`config.mk`:
```
export PLATFORM = sky130hd
export DESIGN_NAME = diff_manchester_mac_framer
export DESIGN_NICKNAME = d
export VERILOG_FILES = /design/src/core/diff_manchester_mac_framer.v /design/src/core/word_skid_buffer.v
export VERILOG_INCLUDE_DIRS = /design/src /design/src/core
export SDC_FILE = /design/constraint.sdc
export NUM_CORES = 1
export LEC_CHECK = 0
export ABC_AREA = 1
export BUFFER_PORTS_ARGS = -buffer_cell sky130_fd_sc_hd__buf_2
export CORE_MARGIN = 3
export CORE_UTILIZATION = 31
export CTS_CLUSTER_SIZE = 40
export DETAILED_ROUTE_END_ITERATION = 6
export GPL_ROUTABILITY_DRIVEN = 0
export HOLD_SLACK_MARGIN = 0.06
export PLACE_DENSITY = 0.55
export SLEW_MARGIN = 20
export SYNTH_ARGS = -nofsm -noshare
export SYNTH_HDL_FRONTEND = slang
export SYNTH_HIERARCHICAL = 1
export SYNTH_SLANG_ARGS = --single-unit
```
`constraint.sdc`:
```
create_clock -name clock -period 3.9 [get_ports clock]
set_input_delay 0.39 -clock clock [delete_from_list [all_inputs] [get_ports clock]]
set_output_delay 0.39 -clock clock [all_outputs]
set_load 0.03 [all_outputs]
```
`src/core/mac_framer_defines.vh`:
```
// Summary of operation
// RL1: line runs at 78.125 kbit/s, one bit period is 12.8 us.
// RL2: transmitter toggles the line at the start of every bit cell.
// RL3: a midpoint toggle means zero, no midpoint toggle means one.
// RL4: receiver decodes transitions only, so line polarity does not matter.
// RL5: packet starts with a selectable preamble of ones, never below six bits.
// RL6: preamble ends with one zero; first byte starts on the next bit.
// RL7: after the last check bit the line stays transitionless for three bit periods.
// RL8: transmitter computes a check word and appends it to every packet.
// RL9: receiver checks the trailing check word and reports an error on mismatch.
// RL10: received bytes fill a 16-byte buffer; a full buffer raises a DMA request.
// RL11: end-of-frame code violation raises an interrupt for DMA re-initialisation.
// RL12: any receive error raises an interrupt.
// RL13: device keeps the backlog value and interrupts when it overflows.
// RL14: transmit side holds separate priority and non-priority buffers.
// RL15: a dedicated output carries the DMA transfer trigger.
// RL16: optional transmit-enable output that can be switched off.
// RL17: optional collision input that can be switched off.
// RL18: receiver strips framing and passes only the data unit bytes.
// RL19: transmit enable rises before the packet and falls after the violation.
// RL20: collision input low for 200 ns while sending sets a flag and interrupts.
// RL21: acceptance windows near T/2 and T; no transition ends the packet.
// RL22: a transition already reversed when serviced is dropped as noise.
// RL23: bit timing comes from a clock counter with programmable terminal count.
// RL24: check word is the 16-bit polynomial over all preceding packet bytes.
`ifndef MAC_FRAMER_DEFINES_VH
`define MAC_FRAMER_DEFINES_VH

// ==================================================
// timing
`define CLK_PERIOD_NS 50
`define BIT_PERIOD_NS 12800
`define BIT_CYCLES (`BIT_PERIOD_NS / `CLK_PERIOD_NS)
`define CD_MIN_NS 200
`define CD_CYCLES ((`CD_MIN_NS + `CLK_PERIOD_NS - 1) / `CLK_PERIOD_NS)
`define RX_JITTER 10'h020

// ==================================================
// framing
`define PREAMBLE_MIN 5'h06
`define VIOL_LAST 5'h02
`define BYTE_LAST 5'h07
`define CRC_LAST 5'h0f
`define BUF_BYTES 5'h10
`define CRC_POLY 16'h1021
`define CRC_INIT 16'hffff
`define BACKLOG_MAX 6'h3f

`endif

```
`src/core/diff_manchester_mac_framer.v`:
```
`timescale 1ns/1ps
`default_nettype none
`include "mac_framer_defines.vh"

module diff_manchester_mac_framer (
	input wire clock,
	input wire srst,
	input wire [9:0] bitTerm,
	input wire [4:0] preambleLen,
	input wire txEnableUse,
	input wire collisionUse,
	input wire dmaPolarity,
	input wire txWrEn,
	input wire txWrPri,
	input wire [3:0] txWrAddr,
	input wire [7:0] txWrData,
	input wire txSend,
	input wire txSendPri,
	input wire [4:0] txSendLen,
	output reg txLine,
	output reg txEnable,
	input wire collisionSenseN,
	input wire rxLine,
	output wire [7:0] rxData,
	output wire rxValid,
	input wire rxReady,
	output reg dmaTrigger,
	output reg txPriFull,
	output reg txNonFull,
	output reg [5:0] backlog,
	output reg collisionFlag,
	output reg irqFrameEnd,
	output reg irqRxError,
	output reg irqBacklog,
	output reg irqCollision,
	output reg irqTxBegin,
	output reg irqTxDone
);

localparam TX_IDLE = 3'h0;
localparam TX_PRE = 3'h1;
localparam TX_SYNC = 3'h2;
localparam TX_DATA = 3'h3;
localparam TX_CRC = 3'h4;
localparam TX_VIOL = 3'h5;

localparam RX_HUNT = 2'h0;
localparam RX_PRE = 2'h1;
localparam RX_DATA = 2'h2;

function [15:0] crcStep;
	input [15:0] c;
	input b;
	begin
		crcStep = {c[14:0], 1'b0} ^ ((c[15] ^ b) ? `CRC_POLY : 16'h0000);
	end
endfunction

// ==================================================
// bit timing
wire [31:0] defTerm = `BIT_CYCLES;
wire [31:0] cdCycles = `CD_CYCLES;
wire [9:0] term = (bitTerm == 10'h000) ? defTerm[9:0] : bitTerm; // RL1 RL23
wire [9:0] half = {1'b0, term[9:1]};
wire [9:0] termLast = term - 10'h001;
// short settings are stretched rather than refused
wire [4:0] preLast = (preambleLen < `PREAMBLE_MIN) ? (`PREAMBLE_MIN - 5'h01) : (preambleLen - 5'h01); // RL5

// ==================================================
// transmit buffers
reg [7:0] txMem [0:31];
reg [4:0] priLen_r;
reg [4:0] nonLen_r;
wire [4:0] lenEff = ((txSendLen == 5'h00) || (txSendLen > `BUF_BYTES)) ? `BUF_BYTES : txSendLen;

always @(posedge clock) begin
	if (txWrEn)
		txMem[{txWrPri, txWrAddr}] <= txWrData; // RL14
end

// ==================================================
// transmit encoder
reg [2:0] txState_r;
reg [9:0] txCnt_r;
reg [4:0] txBits_r;
reg [4:0] txIdx_r;
reg [7:0] txShift_r;
reg [15:0] txCrc_r;
reg txBit_r;
reg txSel_r;
wire txOn = (txState_r != TX_IDLE);
wire cellStart = (txCnt_r == 10'h000);
wire cellMid = (txCnt_r == half);
wire cellEnd = (txCnt_r == termLast);
wire [7:0] txByte = txMem[{txSel_r, txIdx_r[3:0]}];
wire [4:0] curLen = txSel_r ? priLen_r : nonLen_r;
wire [15:0] txCrcN = crcStep(txCrc_r, txBit_r);
wire collChk = txOn && cellEnd && (txBits_r == 5'h00) && ((txState_r == TX_PRE) || (txState_r == TX_VIOL));

always @(posedge clock) begin
	if (srst) begin
		txState_r <= TX_IDLE;
		txCnt_r <= 10'h000;
		txBits_r <= 5'h00;
		txIdx_r <= 5'h00;
		txShift_r <= 8'h00;
		txCrc_r <= `CRC_INIT;
		txBit_r <= 1'b1;
		txSel_r <= 1'b0;
		txLine <= 1'b0;
		txEnable <= 1'b0;
		txPriFull <= 1'b0;
		txNonFull <= 1'b0;
		priLen_r <= `BUF_BYTES;
		nonLen_r <= `BUF_BYTES;
		irqTxBegin <= 1'b0;
		irqTxDone <= 1'b0;
	end else begin
		irqTxBegin <= 1'b0;
		irqTxDone <= 1'b0;
		if (!txOn) begin
			if (txPriFull || txNonFull) begin
				// priority traffic always goes first
				txSel_r <= txPriFull; // RL14
				txState_r <= TX_PRE;
				txCnt_r <= 10'h000;
				txBit_r <= 1'b1;
				txBits_r <= preLast; // RL5
				txCrc_r <= `CRC_INIT;
				txEnable <= txEnableUse; // RL16 RL19
				irqTxBegin <= 1'b1;
			end
		end else begin
			txCnt_r <= cellEnd ? 10'h000 : (txCnt_r + 10'h001);
			// closing boundary of the last check bit is the only edge in the violation
			if ((cellStart && ((txState_r != TX_VIOL) || (txBits_r == `VIOL_LAST))) || (cellMid && !txBit_r))
				txLine <= ~txLine; // RL2 RL3
			if (cellEnd) begin
				case (txState_r)
					TX_PRE: begin
						if (txBits_r == 5'h00) begin
							txState_r <= TX_SYNC;
							txBit_r <= 1'b0; // RL6
							txIdx_r <= 5'h00;
						end else begin
							txBits_r <= txBits_r - 5'h01;
						end
					end
					TX_SYNC: begin
						txState_r <= TX_DATA;
						txBit_r <= txByte[7];
						txShift_r <= {txByte[6:0], 1'b0};
						txBits_r <= `BYTE_LAST;
						txIdx_r <= txIdx_r + 5'h01;
					end
					TX_DATA: begin
						txCrc_r <= txCrcN; // RL8 RL24
						if (txBits_r != 5'h00) begin
							txBit_r <= txShift_r[7];
							txShift_r <= {txShift_r[6:0], 1'b0};
							txBits_r <= txBits_r - 5'h01;
						end else if (txIdx_r == curLen) begin
							txState_r <= TX_CRC;
							txBit_r <= txCrcN[15]; // RL8
							txCrc_r <= {txCrcN[14:0], 1'b0};
							txBits_r <= `CRC_LAST;
						end else begin
							txBit_r <= txByte[7];
							txShift_r <= {txByte[6:0], 1'b0};
							txBits_r <= `BYTE_LAST;
							txIdx_r <= txIdx_r + 5'h01;
						end
					end
					TX_CRC: begin
						if (txBits_r == 5'h00) begin
							txState_r <= TX_VIOL;
							txBits_r <= `VIOL_LAST; // RL7
							txBit_r <= 1'b1;
						end else begin
							txBit_r <= txCrc_r[15];
							txCrc_r <= {txCrc_r[14:0], 1'b0};
							txBits_r <= txBits_r - 5'h01;
						end
					end
					TX_VIOL: begin
						if (txBits_r == 5'h00) begin
							txState_r <= TX_IDLE;
							txEnable <= 1'b0; // RL19
							irqTxDone <= 1'b1;
							if (txSel_r)
								txPriFull <= 1'b0;
							else
								txNonFull <= 1'b0;
						end else begin
							txBits_r <= txBits_r - 5'h01;
						end
					end
					default: begin
						txState_r <= TX_IDLE;
					end
				endcase
			end
		end
		// a new send request wins over the clear at packet end
		if (txSend) begin
			if (txSendPri) begin
				txPriFull <= 1'b1;
				priLen_r <= lenEff;
			end else begin
				txNonFull <= 1'b1;
				nonLen_r <= lenEff;
			end
		end
	end
end

// ==================================================
// collision sense
reg cdS1_r;
reg cdS2_r;
reg [2:0] cdLow_r;
reg collSeen_r;
wire cdHit = collisionUse && txOn && !cdS2_r && (cdLow_r == (cdCycles[2:0] - 3'h1));

always @(posedge clock) begin
	if (srst) begin
		cdS1_r <= 1'b1;
		cdS2_r <= 1'b1;
		cdLow_r <= 3'h0;
		collSeen_r <= 1'b0;
		collisionFlag <= 1'b0;
		irqCollision <= 1'b0;
	end else begin
		cdS1_r <= collisionSenseN;
		cdS2_r <= cdS1_r;
		if (!cdS2_r && txOn && collisionUse) begin
			if (cdLow_r != cdCycles[2:0])
				cdLow_r <= cdLow_r + 3'h1; // RL20
		end else begin
			cdLow_r <= 3'h0;
		end
		collSeen_r <= (txOn & collSeen_r) | cdHit; // RL17 RL20
		irqCollision <= collChk && collSeen_r; // RL20
		if (collChk && collSeen_r)
			collisionFlag <= 1'b1;
		else if (irqTxBegin)
			collisionFlag <= 1'b0;
	end
end

// ==================================================
// receive decoder
reg rxS1_r;
reg rxS2_r;
reg rxS3_r;
reg edgePend_r;
reg edgeLvl_r;
reg [1:0] rxState_r;
reg [9:0] rxCnt_r;
reg rxMid_r;
reg [2:0] rxBitCnt_r;
reg [7:0] rxShift_r;
reg [15:0] rxCrc_r;
reg [7:0] hold0_r;
reg [7:0] hold1_r;
reg [1:0] holdCnt_r;
reg rxBad_r;
reg pushValid_r;
reg [7:0] pushData_r;
reg [3:0] rxByteCnt_r;
reg rxGood_r;
wire skidReady;
wire edgeOk = edgePend_r && (rxS2_r == edgeLvl_r); // RL22
wire inHalf = (rxCnt_r >= (half - `RX_JITTER)) && (rxCnt_r <= (half + `RX_JITTER)); // RL21
wire inFull = (rxCnt_r >= (term - `RX_JITTER)); // RL21
wire rxTimeout = (rxCnt_r > (term + `RX_JITTER)); // RL21
wire rxBit = ~rxMid_r; // RL3
wire [7:0] newByte = {rxShift_r[6:0], rxBit};

always @(posedge clock) begin
	if (srst) begin
		rxS1_r <= 1'b0;
		rxS2_r <= 1'b0;
		rxS3_r <= 1'b0;
		edgePend_r <= 1'b0;
		edgeLvl_r <= 1'b0;
		rxState_r <= RX_HUNT;
		rxCnt_r <= 10'h000;
		rxMid_r <= 1'b0;
		rxBitCnt_r <= 3'h0;
		rxShift_r <= 8'h00;
		rxCrc_r <= `CRC_INIT;
		hold0_r <= 8'h00;
		hold1_r <= 8'h00;
		holdCnt_r <= 2'h0;
		rxBad_r <= 1'b0;
		pushValid_r <= 1'b0;
		pushData_r <= 8'h00;
		rxByteCnt_r <= 4'h0;
		rxGood_r <= 1'b0;
		dmaTrigger <= 1'b0;
		irqFrameEnd <= 1'b0;
		irqRxError <= 1'b0;
	end else begin
		rxS1_r <= rxLine;
		rxS2_r <= rxS1_r;
		rxS3_r <= rxS2_r;
		// either edge direction counts, so polarity is irrelevant
		// the return edge of a dropped narrow pulse is noise as well
		edgePend_r <= (rxS2_r ^ rxS3_r) & ~(edgePend_r & ~edgeOk); // RL4 RL22
		edgeLvl_r <= rxS2_r;
		pushValid_r <= 1'b0;
		rxGood_r <= 1'b0;
		irqFrameEnd <= 1'b0;
		irqRxError <= 1'b0;
		dmaTrigger <= dmaPolarity;
		if (pushValid_r) begin
			if (skidReady) begin
				rxByteCnt_r <= rxByteCnt_r + 4'h1;
				if (rxByteCnt_r == 4'hf)
					dmaTrigger <= ~dmaPolarity; // RL10 RL15
			end else begin
				rxBad_r <= 1'b1;
			end
		end
		if (rxState_r == RX_HUNT) begin
			if (edgeOk) begin
				rxState_r <= RX_PRE;
				rxCnt_r <= 10'h001;
				rxMid_r <= 1'b0;
			end
		end else if (rxTimeout) begin
			rxState_r <= RX_HUNT;
			irqFrameEnd <= 1'b1; // RL11
			if (rxState_r == RX_DATA) begin
				if (rxBad_r || (rxBitCnt_r != 3'h0) || (rxCrc_r != 16'h0000) || (holdCnt_r != 2'h2))
					irqRxError <= 1'b1; // RL9 RL12
				else
					rxGood_r <= 1'b1;
			end
		end else if (edgeOk && inFull) begin
			// edge is seen one clock late, so the new cell is already one clock old
			rxCnt_r <= 10'h001;
			rxMid_r <= 1'b0;
			if (rxState_r == RX_PRE) begin
				if (!rxBit) begin
					rxState_r <= RX_DATA; // RL6
					rxBitCnt_r <= 3'h0;
					rxCrc_r <= `CRC_INIT;
					holdCnt_r <= 2'h0;
					rxBad_r <= 1'b0;
					rxByteCnt_r <= 4'h0;
				end
			end else begin
				rxShift_r <= newByte;
				rxCrc_r <= crcStep(rxCrc_r, rxBit); // RL9 RL24
				rxBitCnt_r <= rxBitCnt_r + 3'h1;
				if (rxBitCnt_r == 3'h7) begin
					// last two bytes held back: they are the check word
					if (holdCnt_r == 2'h2) begin
						pushValid_r <= 1'b1; // RL18
						pushData_r <= hold0_r;
						hold0_r <= hold1_r;
						hold1_r <= newByte;
					end else if (holdCnt_r == 2'h0) begin
						hold0_r <= newByte;
						holdCnt_r <= 2'h1;
					end else begin
						hold1_r <= newByte;
						holdCnt_r <= 2'h2;
					end
				end
			end
		end else begin
			if (edgeOk && inHalf)
				rxMid_r <= 1'b1; // RL3 RL21
			rxCnt_r <= rxCnt_r + 10'h001;
		end
	end
end

// ==================================================
// receive buffer toward host
word_skid_buffer rxBuffer (
	.clock(clock),
	.srst(srst),
	.inData(pushData_r),
	.inValid(pushValid_r),
	.inReady(skidReady),
	.outData(rxData),
	.outValid(rxValid),
	.outReady(rxReady)
);

// ==================================================
// backlog
always @(posedge clock) begin
	if (srst) begin
		backlog <= 6'h00;
		irqBacklog <= 1'b0;
	end else begin
		irqBacklog <= 1'b0;
		if (rxGood_r) begin
			if (backlog == `BACKLOG_MAX)
				irqBacklog <= 1'b1; // RL13
			else
				backlog <= backlog + 6'h01; // RL13
		end else if (irqTxDone && (backlog != 6'h00)) begin
			backlog <= backlog - 6'h01;
		end
	end
end

endmodule

`default_nettype wire

```
`src/core/word_skid_buffer.v`:
```
`timescale 1ns/1ps
`default_nettype none

// two-entry buffer: head and tail flops, outputs straight from flops
module word_skid_buffer (
	input wire clock,
	input wire srst,
	input wire [7:0] inData,
	input wire inValid,
	output reg inReady,
	output reg [7:0] outData,
	output reg outValid,
	input wire outReady
);

reg [7:0] tail_r;
reg [1:0] cnt_r;
reg [1:0] cnt_nxt;
wire push = inValid & inReady;
wire pop = outValid & outReady;

always @* begin
	cnt_nxt = cnt_r;
	if (push && !pop)
		cnt_nxt = cnt_r + 2'h1;
	else if (pop && !push)
		cnt_nxt = cnt_r - 2'h1;
end

always @(posedge clock) begin
	if (srst) begin
		cnt_r <= 2'h0;
		outData <= 8'h00;
		tail_r <= 8'h00;
		outValid <= 1'b0;
		inReady <= 1'b1;
	end else begin
		cnt_r <= cnt_nxt;
		outValid <= (cnt_nxt != 2'h0);
		inReady <= (cnt_nxt != 2'h2);
		if (pop) begin
			if (cnt_r == 2'h2) begin
				outData <= tail_r;
				if (push)
					tail_r <= inData;
			end else if (push) begin
				outData <= inData;
			end
		end else if (push) begin
			if (cnt_r == 2'h0)
				outData <= inData;
			else
				tail_r <= inData;
		end
	end
end

endmodule

`default_nettype wire

```
After elaboration in Yosys (flattened, before gate mapping)
Memory sizes are Yosys's and may differ from the RTL's.
Index checks and enable logic that the tools add are counted.
{"block": "totals", "reg_bits": 179, "latch_bits": 0, "mem_bits_rw": 256, "romBits": 0, "input_bits": 44, "wordCells": 373, "n_memories": 1}
{"block": "classes", "addsub": 17, "mul": 0, "n_div": 0, "order_cmp": 6, "eq_ne": 47, "shifts": 0, "mux": 136, "n_bitwise": 28, "n_reduce_logical": 88}
{"name": "txMem", "words": 32, "width": 8, "rd": 1, "rd_clocked_by_memory_dff": 0, "write_ports": 1, "line": "diff_manchester_mac_framer.v:71", "text": "reg [7:0] txMem [0:31];"}
{"cell": "16-bit two-way mux", "n": 8}
{"cell": "8-bit two-way mux", "n": 15}
{"cell": "10-bit two-way mux", "n": 8}
{"cell": "5-bit two-way mux", "n": 12}
{"cell": "1-bit two-way mux", "n": 51}
{"cell": "4-bit two-way mux", "n": 8}
{"cell": "16-bit one-hot mux with 2 select lines", "n": 1}
{"cell": "4-bit AND reduction", "n": 8}
{"cell": "16-bit by 13-bit XOR with 16-bit output", "n": 2}
{"cell": "3-bit two-way mux", "n": 10}
{"cell": "3-bit inequality test, second input constant", "n": 10}
{"cell": "6-bit AND reduction", "n": 5}
{"cell": "13-bit two-way mux", "n": 2}
{"cell": "2-bit two-way mux", "n": 13}
{"cell": "2-bit inequality test, second input constant", "n": 11}
{"cell": "3-bit nonzero test", "n": 7}
{"cell": "10-bit by 1-bit adder with 10-bit output, second input constant", "n": 2}
{"cell": "10-bit >= comparator", "n": 2}
{"cell": "10-bit zero test", "n": 2}
{"cell": "5-bit one-hot mux with 4 select lines", "n": 1}
{"cell": "2-bit nonzero test", "n": 10}
{"cell": "1-bit logical AND", "n": 18}
{"cell": "6-bit two-way mux", "n": 3}
{"cell": "1-bit NOT", "n": 17}
{"cell": "53 further kinds", "n": 96}

Longest topological paths before layout
{"block": "depth", "depth_word": 10, "ltp_mapped": 23, "mapped_depth_nobuf": 23}

Modules after synthesis
Netlist, hierarchy kept.
{"mod": "diff_manchester_mac_framer", "instances": 1, "cells_each": 2007, "area_per_inst_um2": 18943.2, "seq_area_each_um2": 10850.4}
{"mod": "word_skid_buffer", "instances": 1, "cells_each": 162, "area_per_inst_um2": 1122.3, "seq_area_each_um2": 400.4}

Worst setup path before layout
OpenSTA, ideal clock, no wires.
{"block": "synth_path", "kind": "input to register", "startpoint": "input bitTerm[6]", "endpoint": "register pushData_r[6]", "setup_time_ns": 0.070, "arrival_time_ns": 3.369, "t_required_ns": 3.830, "path_slack_ns": 0.462, "stages": 23, "path_cell_list": "inv_1 > ha_1 > nand2_1 > inv_1 > nand4_4 > nand2_2 > ha_1 > inv_1 > nor2_2 > xor2_1 > ha_1 > nand2_1 > nor2_1 > nand3_1 > and3_1 > o41ai_1 > nand2_1 > nor2_1 > nand2_1 > nor3_2 > buf_2 > o21ai_0 > a21oi_1"}
{"block": "synth_between", "elab_chain_len": 6, "elab_cells_between_ends": 9}
{"item": "from (decl)", "line": "diff_manchester_mac_framer.v:8", "text": "input wire [9:0] bitTerm,"}
{"item": "10-bit zero test", "line": "diff_manchester_mac_framer.v:63", "text": "wire [9:0] term = (bitTerm == 10'h000) ? defTerm[9:0] : bitTerm;"}
{"item": "10-bit two-way mux (*)", "line": "diff_manchester_mac_framer.v:63"}
{"item": "10-bit by 6-bit subtractor with 10-bit output (no line) or 10-bit by 6-bit adder with 10-bit output (tied branches)"}
{"item": "10-bit >= comparator or 10-bit > comparator (tied branches)", "line": "diff_manchester_mac_framer.v:275, diff_manchester_mac_framer.v:276"}
{"item": "1-bit logical AND or 1-bit NOT (tied branches)"}
{"item": "6-bit AND reduction (no line) (*)"}
{"item": "to (signal assigned)", "line": "diff_manchester_mac_framer.v:362", "text": "pushData_r <= hold0_r;"}
{"item": "to (decl)", "line": "diff_manchester_mac_framer.v:269", "text": "reg [7:0] pushData_r;"}
Every way passes the cells marked *; elsewhere a longest branch is shown, timed or not.
A chain may end at the register's enable or synchronous reset.

Worst setup path in the final report
{"block": "layout_path", "startpoint": "input bitTerm[6]", "endpoint": "register rxBitCnt_r[2]"}
{"block": "layout_between", "elab_chain_len": 6, "elab_cells_between_ends": 9}
{"item": "10-bit zero test", "line": "diff_manchester_mac_framer.v:63"}
{"item": "10-bit two-way mux (*)", "line": "diff_manchester_mac_framer.v:63"}
{"item": "10-bit by 6-bit subtractor with 10-bit output (no line) or 10-bit by 6-bit adder with 10-bit output (tied branches)"}
{"item": "10-bit >= comparator or 10-bit > comparator (tied branches)", "line": "diff_manchester_mac_framer.v:275, diff_manchester_mac_framer.v:276"}
{"item": "1-bit logical AND or 1-bit NOT (tied branches)"}
{"item": "4-bit AND reduction (no line) (*)"}
{"item": "to (signal assigned)", "line": "diff_manchester_mac_framer.v:357", "text": "rxBitCnt_r <= rxBitCnt_r + 3'h1;"}
{"item": "to (decl)", "line": "diff_manchester_mac_framer.v:261", "text": "reg [2:0] rxBitCnt_r;"}
Marked as above.

==> impl_metrics.tcl <==
set metrics [dict create \
    ant_nets 0 \
    vdd_drop_max_v 0.000379 \
    row_count 92 \
    ys_ff_latch 434 \
    yosys.area.top_type "edfxtp_1" \
    finalSetupViolations 0 \
    routed_wl_um 52500 \
    cp_max_fo 16 \
    grt_pass1_vias 15100 \
    port_buffers 70 \
    grt-ovfl-total 0 \
    syn2layout_area_growth_pct 14.7 \
    track_usage_pct 15.2 \
    initial_utilization_pct 31.6 \
    synthTopCellsByCount "323 x nor2_1, 313 x nand2_1, 256 x edfxtp_1" \
    synth_edf_count 256 \
    core_um2 63500 \
    cap_violations 0 \
    die_h_um 260 \
    fp.dieW_um 260 \
    worstMarginPinSlew_ps 902 \
    vias 15700 \
    htree_levels 2 \
    drt-initial-drc-count 1053 \
    cts-resized-gates 0 \
    fin_ws_ps 717 \
    drtPass1Iterations 5 \
    grt_max_degree 132 \
    finalHoldViolations 0 \
    p_leak_nw 8.68 \
    antenna_found_initial 0 \
    io_pins 71 \
    worstPathRequired_ps 4420 \
    synthArstFlopShare_pct 0 \
    yosysMostFrequentCell "nor2_1" \
    synth_cell_types 60 \
    cts-root-buf "clkbuf_16" \
    drv_slew 0 \
    worstPathArrival_ps 3700 \
    powerDensity_nw_per_um2 530 \
    start_kind "input port" \
    clk_path_buf_depth 3 \
    min_period_ps 3180 \
    hold_class "input port to flop" \
    cts-buffers-inserted 48 \
    endpoint_kind "flop" \
    synthesis.nets 2272 \
    synth_cells 2169 \
    layout-drive-gt1-share_pct 10.5 \
    routed_via_density 5.03 \
    pre_cts_ws_ps 109 \
    die_area_um2 67800 \
    clkLatencyLatePin_ps 590 \
    routedWlPerCell_um 16.9 \
    synth-seq-area-share_pct 56.1 \
    yosysWarnings 6 \
    cts_tree "done" \
    cts_setup_buffers 0 \
    synth.area.top_cells "edfxtp_1 38%, dfxtp_1 18%, nor2_1 6.0%, nand2_1 5.9%, o21ai_0 5.5%" \
    drc 0 \
    clkTransAtPathRegs_ps 60 \
    fin_crit_sh_pct 81.6 \
    synth_area_um2 20100 \
    rsz0062_at_grt "no" \
    outcome "finished clean" \
    fin_tns_setup_ps 0 \
    fmax_ghz 0.314 \
    synth_ff_type "edfxtp_1" \
    numClockSinks 434 \
    finClkSkew_ps 19.9 \
    synth_area_per_cell_um2 9.25 \
    place_hpwl_um 34400 \
    synth_top_area_share_pct 38.3 \
    critical_path_class "input port to flop" \
    final_net_count 2338 \
    slew_headroom_pct 39.6 \
    grt_pass1_wl_um 82400 \
    holdWs_ps 152 \
]
[critical path: stages]
cell and delay (ps):
buf_2 130, inv_1 80, ha_1 200, nand2_1 60, inv_1 80, nand4_4 80, nand2_2 150, ha_1 220
inv_1 80, nor2_2 160, xor2_1 90, ha_1 300, nand2_1 90, nor2_1 140, nand3_1 80, and3_1 180
o41ai_1 100, nand2_1 140, nor2_1 150, nand2_1 150, inv_1 400, nand3_1 120, a21oi_1 140
[power by group]
part	switching [mW]	total (mW)	leakage [nW]	internal [mW]
logic	1.66	2.37	4.17	0.716
clock network	1.85	4.56	0.759	2.71
registers	0.185	5.26	3.75	5.08
total	3.70	12.2	8.68	8.51
[per-layer routing]
layer / track usage, % / wire, um / vias to the layer above
met1: 19.7 / 23500 / 7622
met2: 26.4 / 25400 / 337
li1: - / - / 7645
met3: 2.40 / 2450 / 71
met4: 4.01 / 1110 / 0
met5: 0 / 0 / -
[metrics by stage]
step / util [%] / cell area [um2] / std cells / power, mW
6_report: 36.2 / 23000 / 3114 / 12.2
5_1_grt: 36.2 / 23000 / 3113 / 12.8
4_1_cts: 36.2 / 23000 / 3113 / 12.3
3_5_place_dp: 33.7 / 21400 / 3026 / 7.73
3_3_place_gp: 33.7 / 21400 / 3026 / 7.67
2_1_floorplan: - / 20100 / 2169 / 7.11
[layout make-up]
class | count | area [um2]
inverters | 178 | 672
clock inverters | 22 | 288
flip-flops and latches | 434 | 11300
fillers | 6436 | 40500
clock buffers | 60 | 1280
multi-input cells | 1463 | 7750
repair buffers | 110 | 701
diodes | 1 | 2.50
well taps | 846 | 1060
[cell families (layout without fill, tap and decap cells)]
family / Yosys count / in the layout / synth area share, %
AOI/OAI and AO/OA: 466 / 466 / 13.2
xor gates and xnor gates: 53 / 53 / 2.35
adders and majority gates: 59 / 59 / 3.72
buffers and inverters: 272 / 370 / 5.28
DFF: 434 / 434 / 56.1
other: 0 / 1 / 0
and+or+nand+nor: 885 / 885 / 19.4
[cell usage in the layout (no fill, tap or decap), types with 36 or more instances in the layout]
cell type / n
nand3_1: 133
o22ai_1: 59
o21ai_0: 221
nand2_1: 313
buf_2: 70
xor2_1: 36
nor2_1: 323
dfxtp_1: 176
edfxtp_1: 256
ha_1: 58
inv_1: 164
clkbuf_16: 48
a21oi_1: 110
[final timing paths]
path	start	end	slack, ps	cells past startpoint
max	bitTerm[6]	rxBitCnt_r[2]	720	23
min	txSend	priLen_r[3]	150	4
max reg2reg	txSel_r	txCrc_r[13]	980	15
min reg2reg	edgePend_r	edgePend_r	420	1
[sequential cells by signal, indices dropped and copies added (netlist names), 6 cells and up]
signal	flops
rxCrc_r	16
rxCnt_r	10
pushData_r	8
rxShift_r	7
backlog	6
txShift_r	7
hold1_r	8
rxBuffer/tail_r	8
txCrc_r	16
hold0_r	8
txCnt_r	10
rxBuffer/outData	8
txMem	256
[what timing repair did]
| item | CTS | global route |
|---|---|---|
| hold buffers | 5 | 0 |
| hold endpoints to repair | 5 | 0 |
| setup endpoints to repair | 0 | 0 |
No activity file was read; power rests on OpenSTA's default activity.
